## src/pkg/acq_counter_consts.svh

```systemverilog
`ifndef ACQ_COUNTER_CONSTS_SVH
`define ACQ_COUNTER_CONSTS_SVH

// Register byte addresses (Avalon word aligned, except REG_LOW_RB at 8'h03)
`define REG_LOW_RB      8'h03
`define REG_HIGH_RB     8'h04
`define REG_LOAD_CTRL   8'h08
`define REG_MEM_CTRL    8'h0c
`define REG_CLK_SEL     8'h10
`define REG_STEP        8'h14
`define REG_TEST_DATA   8'h18
`define REG_IRQ_STATUS  8'h1c
`define REG_IRQ_MASK    8'h20

// Field positions
`define LOAD_LOW_BIT    3
`define LOAD_HIGH_BIT   4
`define MEM_RD_BIT      5
`define CLK_SEL_BIT     7
`define FULL_RB_BIT     7
`define IRQ_FULL_BIT    0
`define IRQ_WRAP_BIT    1

// Reset values
`define LOAD_CTRL_RST   8'hff
`define MEM_CTRL_RST    8'h00
`define CLK_SEL_RST     1'b0

// Geometry
`define ADDR_BITS       10
`define CNT_BITS        12
`define MEM_WORDS       1024
`define MEM_WIDTH       24

`endif

```

## src/pkg/acq_counter_pkg.sv

```systemverilog
package acq_counter_pkg;
  typedef enum logic [1:0] {
    BUS_IDLE = 2'b00,
    BUS_ACK  = 2'b01
  } bus_state_t;
endpackage

```

## src/design/step_pulse_gen.sv

```systemverilog
`timescale 1ns/100ps
// One counter clock pulse per step write, only while clock_source_sel is set and gated
module step_pulse_gen (
  input  wire logic clk_sys,
  input  wire logic reset,
  input  wire logic step_write,
  input  wire logic clock_source_sel,
  input  wire logic counter_load_gate_n,
  output logic      counter_clock
);
  wire pulse_nxt = step_write & clock_source_sel & ~counter_load_gate_n;
  always_ff @(posedge clk_sys or posedge reset) begin
    if (reset) begin
      counter_clock <= 1'b0;
    end else begin
      counter_clock <= pulse_nxt;
    end
  end
endmodule

```

## src/design/wrap_flag.sv

```systemverilog
`timescale 1ns/100ps
// Memory-full flag: set by terminal count, cleared by low-byte load
module wrap_flag (
  input  wire logic clk_sys,
  input  wire logic reset,
  input  wire logic wrap_event,
  input  wire logic clear_load,
  output logic      full_flag
);
  always_ff @(posedge clk_sys or posedge reset) begin
    if (reset) begin
      full_flag <= 1'b0;
    end else if (clear_load) begin
      full_flag <= 1'b0;
    end else if (wrap_event) begin
      full_flag <= 1'b1;
    end
  end
endmodule

```

## src/design/acq_address_counter.sv

```systemverilog
// Design decision made here: register access over Avalon-MM.
`timescale 1ns/100ps
`include "acq_counter_consts.svh"
module acq_address_counter
  import acq_counter_pkg::*;
#(
  parameter int MEM_WORDS = `MEM_WORDS,
  parameter int MEM_WIDTH = `MEM_WIDTH
) (
  input  wire logic        clk_sys,
  input  wire logic        reset,
  input  wire logic [7:0]  avs_address,
  input  wire logic        avs_read,
  input  wire logic        avs_write,
  input  wire logic [31:0] avs_writedata,
  input  wire logic [3:0]  avs_byteenable,
  output logic [31:0]      avs_readdata,
  output logic             avs_waitrequest,
  output logic [9:0]       mem_address,
  output logic             irq
);
  bus_state_t           state_r;
  logic [7:0]           load_ctrl_r;
  logic [7:0]           mem_ctrl_r;
  logic                 clk_sel_r;
  logic [7:0]           test_data_r;
  logic [1:0]           irq_status_r;
  logic [1:0]           irq_mask_r;
  logic [`CNT_BITS-1:0] count_r;
  logic                 gate_n_r;
  logic [31:0]          rdata_nxt;
  logic                 counter_clock;
  logic                 full_flag;

  wire req      = (avs_read | avs_write) & (state_r == BUS_IDLE);
  // Writes act at the answer edge, the one edge at which the master sees the handshake
  wire ack      = (state_r == BUS_ACK);
  wire wr_acc   = ack & avs_write & avs_byteenable[0];
  wire wr_load  = wr_acc & (avs_address == `REG_LOAD_CTRL);
  wire wr_mem   = wr_acc & (avs_address == `REG_MEM_CTRL);
  wire wr_clk   = wr_acc & (avs_address == `REG_CLK_SEL);
  wire wr_step  = wr_acc & (avs_address == `REG_STEP);
  wire wr_data  = wr_acc & (avs_address == `REG_TEST_DATA);
  wire wr_stat  = wr_acc & (avs_address == `REG_IRQ_STATUS);
  wire wr_mask  = wr_acc & (avs_address == `REG_IRQ_MASK);

  wire low_load_n  = load_ctrl_r[`LOAD_LOW_BIT];
  wire high_load_n = load_ctrl_r[`LOAD_HIGH_BIT];
  // Upper two bits are hard-wired high
  wire [`CNT_BITS-1:0] loaded = {2'b11,
    high_load_n ? count_r[9:8] : test_data_r[1:0],
    low_load_n ? count_r[7:0] : test_data_r};
  wire [`CNT_BITS-1:0] incr = {2'b11, count_r[9:0] + 10'h001};
  wire counting = low_load_n & high_load_n;
  wire [`CNT_BITS-1:0] count_nxt = counting ? incr : loaded;
  // Terminal count inverted clocks the flag only on a counting step
  wire wrap_event = counter_clock & counting & (count_r == 12'hfff);
  wire [1:0] irq_events = {wrap_event & ~full_flag, wrap_event};

  wire [7:0] high_rb = {full_flag, 5'h00, count_r[9:8]};
  always_comb begin
    rdata_nxt = 32'h0000_0000;
    unique case (avs_address)
      `REG_LOW_RB:     rdata_nxt = {24'h00_0000, count_r[7:0]};
      `REG_HIGH_RB:    rdata_nxt = {24'h00_0000, high_rb};
      `REG_LOAD_CTRL:  rdata_nxt = {24'h00_0000, load_ctrl_r};
      `REG_MEM_CTRL:   rdata_nxt = {24'h00_0000, mem_ctrl_r};
      `REG_CLK_SEL:    rdata_nxt = {31'h0000_0000, clk_sel_r};
      `REG_TEST_DATA:  rdata_nxt = {24'h00_0000, test_data_r};
      `REG_IRQ_STATUS: rdata_nxt = {30'h0000_0000, irq_status_r};
      `REG_IRQ_MASK:   rdata_nxt = {30'h0000_0000, irq_mask_r};
      default:         rdata_nxt = 32'h0000_0000;
    endcase
  end

  // One wait cycle per request; unmapped reads return zero
  always_ff @(posedge clk_sys or posedge reset) begin
    if (reset) begin
      state_r         <= BUS_IDLE;
      avs_readdata    <= 32'h0000_0000;
      avs_waitrequest <= 1'b1;
    end else if (req) begin
      state_r         <= BUS_ACK;
      avs_readdata    <= rdata_nxt;
      avs_waitrequest <= 1'b0;
    end else begin
      state_r         <= BUS_IDLE;
      avs_waitrequest <= 1'b1;
    end
  end

  always_ff @(posedge clk_sys or posedge reset) begin
    if (reset) begin
      load_ctrl_r <= `LOAD_CTRL_RST;
      mem_ctrl_r  <= `MEM_CTRL_RST;
      clk_sel_r   <= `CLK_SEL_RST;
      test_data_r <= 8'h00;
      irq_mask_r  <= 2'b00;
    end else begin
      if (wr_load) load_ctrl_r <= avs_writedata[7:0];
      if (wr_mem)  mem_ctrl_r  <= avs_writedata[7:0];
      if (wr_clk)  clk_sel_r   <= avs_writedata[`CLK_SEL_BIT];
      if (wr_data) test_data_r <= avs_writedata[7:0];
      if (wr_mask) irq_mask_r  <= avs_writedata[1:0];
    end
  end

  // Set wins over the write-one clear
  always_ff @(posedge clk_sys or posedge reset) begin
    if (reset) begin
      irq_status_r <= 2'b00;
    end else begin
      irq_status_r <= (irq_status_r & ~({2{wr_stat}} & avs_writedata[1:0])) | irq_events;
    end
  end

  always_ff @(posedge clk_sys or posedge reset) begin
    if (reset) begin
      gate_n_r <= 1'b1;
      irq      <= 1'b0;
    end else begin
      gate_n_r <= ~mem_ctrl_r[`MEM_RD_BIT];
      irq      <= |(irq_status_r & irq_mask_r);
    end
  end

  // No reset documented for the count; 12'hc00 (address zero) is a neutral start
  always_ff @(posedge clk_sys or posedge reset) begin
    if (reset) begin
      count_r <= 12'hc00;
    end else if (counter_clock) begin
      count_r <= count_nxt;
    end
  end
  assign mem_address = count_r[9:0];

  step_pulse_gen u_step (
    .clk_sys             (clk_sys),
    .reset               (reset),
    .step_write          (wr_step),
    .clock_source_sel    (clk_sel_r),
    .counter_load_gate_n (gate_n_r),
    .counter_clock       (counter_clock)
  );

  wrap_flag u_flag (
    .clk_sys    (clk_sys),
    .reset      (reset),
    .wrap_event (wrap_event),
    .clear_load (~low_load_n),
    .full_flag  (full_flag)
  );
endmodule

```

## config.mk

```make
export PLATFORM = sky130hd
export DESIGN_NAME = acq_address_counter
export DESIGN_NICKNAME = d
export VERILOG_FILES = /design/src/pkg/acq_counter_pkg.sv /design/src/design/step_pulse_gen.sv /design/src/design/wrap_flag.sv /design/src/design/acq_address_counter.sv
export VERILOG_INCLUDE_DIRS = /design/src /design/src/pkg
export SDC_FILE = /design/constraint.sdc
export NUM_CORES = 1
export LEC_CHECK = 0
export ABC_CLOCK_PERIOD_IN_PS = 2900
export BUFFER_PORTS_ARGS = -buffer_cell sky130_fd_sc_hd__buf_4
export CORE_UTILIZATION = 50
export CTS_CLUSTER_DIAMETER = 50
export DETAILED_ROUTE_END_ITERATION = 10
export PLACE_DENSITY_LB_ADDON = 0.1
export REMOVE_ABC_BUFFERS = 1
export SYNTH_ARGS = -nofsm -noshare
export SYNTH_HDL_FRONTEND = slang
export SYNTH_HIERARCHICAL = 1
export SYNTH_SLANG_ARGS = --single-unit
```

## constraint.sdc

```tcl
create_clock -name clk_sys -period 2.9 [get_ports clk_sys]
set_input_delay 0.145 -clock clk_sys [delete_from_list [all_inputs] [get_ports clk_sys]]
set_output_delay 0.145 -clock clk_sys [all_outputs]
set_load 0.01 [all_outputs]
```

==> summary.txt <==
GRT
  • GRT Resource Usage Total: 23.9%
  • Met1 Track Usage GR: 34.4%
  • GRT met3 Usage: 3.33%
  • GR Util met2: 38.3%
  • First-pass GRT wire length: 11400 um
  • Number of global-route vias before repair: 2215
  • Largest net degree at the start of global routing: 52
  • Initial antenna violation count: 0
  • Most used routing layer: met2
  • GRT Residual Overflow: 0

Power
  • Internal Pwr Total: 1160 uW
  • LEAKAGE: 0.00156 uW
  • Comb power frac: 9.7%
  • Sw frac: 23.4%
  • Pwr Density: 448 nW/um2
  • NetSw: 355 uW
  • VDD IR max: 266 uV
  • Tot Pwr: 1510 uW
  • Clk pwr share: 39.8%
  • Flop pwr share: 50.5%

Floorplan
  • Core area: 5610 um2
  • Row Count: 27
  • Die width: 79.2 um
  • Top Ports: 92
  • Full die area: 6270 um2
  • Chip height: 79.2 um
  • Initial Utilization: 53.1%

Worst setup path
  • Critical path class: reg -> reg
  • Worst R2R End: count_r[9]
  • R2r setup slk: 1.09 ns
  • Required time of the critical path: 3.06 ns
  • Critical path origin: load_ctrl_r[3]
  • Crit path capture type: flip-flop
  • Worst reg-to-reg path cell count: 4
  • Crit path DAT: 1.97 ns
  • CP max FO: 15
  • Worst r2r src: load_ctrl_r[3]
  • Crit path launch type: flip-flop

Clocking
  • Reg clk slew, reported paths: 0.10 ns
  • Max Root-Sink Buffers: 2
  • CTS tree: done
  • # hold bufs at CTS: 1
  • Resize count post-CTS: 0
  • Num CTS Buffers: 5
  • CTS root buffer: clkbuf_8
  • Clk sinks: 53
  • Clock Latency Late Sink: 0.31 ns
  • Post-CTS setup buffer count: 0
  • Htree depth: 2

Synth
  • Prevailing post-synth register cell: dfrtp_1
  • Avg Cell Area, Syn: 10.3 um2
  • Cell area after synthesis: 2980 um2
  • Synth Warn #: 6
  • Distinct cells, synth: 56
  • Register bit count reported by yosys: 53
  • Synth async-reset ratio: 100%
  • Synth Instances: 288
  • Post-synth EDFFs: 0
  • Sequential fraction of the synthesis area: 44.9%

Drt
  • Final WL: 6820 um
  • 1st-iter DRT viols: 177
  • First drt pass iteration count: 5
  • Wire per inst: 17.3 um
  • Post-route ant nets: 0
  • Vias: 2345
  • Vias per cell: 5.94
  • Drt drc: 0

Finish
  • Post-route cell area: 3380 um2
  • Diode count: 0
  • Register area: 1340 um2
  • Commonest non-fill, non-tap cell in the layout: dfrtp_1
  • Layout cell share with drive strength beyond 1: 30.7%
  • Nets: 371
  • Core Util, Final: 60.2%
  • Commonest non-fill, non-tap cells in the layout: dfrtp_1, buf_4, mux2_2
  • Area growth syn-to-layout: 13.3%
  • Filler Cell Count: 506
  • Area of the multi-input gates: 1430 um2

Place
  • Placer Congestion: 0.848
  • Place WS: 1.12 ns
  • Post-detail-place hpwl: 4840 um
  • Placed Area: 3230 um2
  • Port bufs: 40

Timing
  • Final period demand of the worst path: 1.81 ns
  • Final setup margin: 1.09 ns
  • Rel. slew slack: 28.9%
  • Setup violators final: 0
  • Setup TNS: 0 ns
  • Final Cycle Share: 62.2%
  • RSZ-0062 raised after global routing: false
  • Worst-margin pin slew: 1.06 ns
  • Fmax: 554 MHz
  • Final Hold Viols: 0
  • Max-slew violation count: 0
  • Clock skew: 0.00682 ns

Hold path
  • Worst Hold End: avs_waitrequest
  • Worst Hold Launch: avs_read
  • Hold path cells: 2
  • Type of the worst min-delay path: in -> reg

Flow run
  • Max cap viols: 0

Status
  • Status: finished clean
[state kept, by name, summed over array words and instances, names as in the netlist, 2 cells and up]
register	count
avs_readdata	8
mem_ctrl_r	8
load_ctrl_r	8
count_r	10
irq_mask_r	2
test_data_r	8
irq_status_r	2
[layer usage]
metal	part of all wire (%)	wire length, um
met1	46	3150
met2	47	3200
met3	6.1	419
met4	0.84	57
met5	0	0
[critical path: stages (launching register included)]
cell,delay (ns)
dfstp_2,0.72
nand4_1,0.22
or4_1,0.54
o21ai_0,0.08
a21oi_1,0.09
[synth_stat cells (3+ instances only)]
library cell | instances | share of area [%]
nor2_1 | 4 | 0.50
buf_4 | 24 | 6.0
nand2_1 | 21 | 2.6
inv_1 | 14 | 1.8
dfrtp_1 | 43 | 36
clkbuf_1 | 10 | 1.3
nand3_1 | 11 | 1.8
a22oi_1 | 3 | 0.76
a31oi_1 | 3 | 0.63
o22ai_1 | 8 | 1.7
o41ai_1 | 5 | 1.5
a221oi_1 | 5 | 1.5
nand4_1 | 6 | 1.3
o21ai_0 | 15 | 2.5
mux2_2 | 30 | 11
and2_1 | 3 | 0.63
nor3_1 | 4 | 0.67
a21oi_1 | 17 | 2.9
buf_2 | 5 | 0.84
mux2i_1 | 6 | 2.0
dfstp_2 | 10 | 8.8
[stage by stage]
stage	cells	hold WS (ns)
after floorplan	272	-0.126
after global placement	386	0.00617
after detailed placement	386	0.00878
after CTS	395	0.0230
after global routing	395	0.0319
final	395	0.0308
[power by group through the flow]
stage / Combinational, uW / Clock (uW) / Sequential (uW)
after floorplan: 73.6 / 0 / 779
after global placement: 144 / 0 / 778
after detailed placement: 146 / 0 / 778
after CTS: 147 / 613 / 765
after global routing: 163 / 638 / 767
final: 147 / 602 / 765
[how the worst max path moves through the flow]
stage	to
final	count_r[9]
after global routing	count_r[9]
after CTS	count_r[9]
after detailed placement	test_data_r[7]
after global placement	avs_readdata[5]
after floorplan	avs_readdata[2]
[kinds of logic after synthesis]
kind of cell	after synthesis	synth area share, %
AOI/OAI and AO/OA	72	16.3
adders and majority gates	1	0.420
buffers and inverters	53	9.91
DFF	53	44.9
muxes	36	13.4
other	1	0.126
and+or+nand+nor	72	15.0
[final cells by class]
type | instances | area share [%]
clock inverter | 3 | 2.04
multi-input combinational | 205 | 42.4
tap | 72 | 2.67
clock buffer | 5 | 2.04
inverter | 14 | 1.56
timing repair buffer | 43 | 9.64
sequential | 53 | 39.7
(Power assumes the default switching activity.)
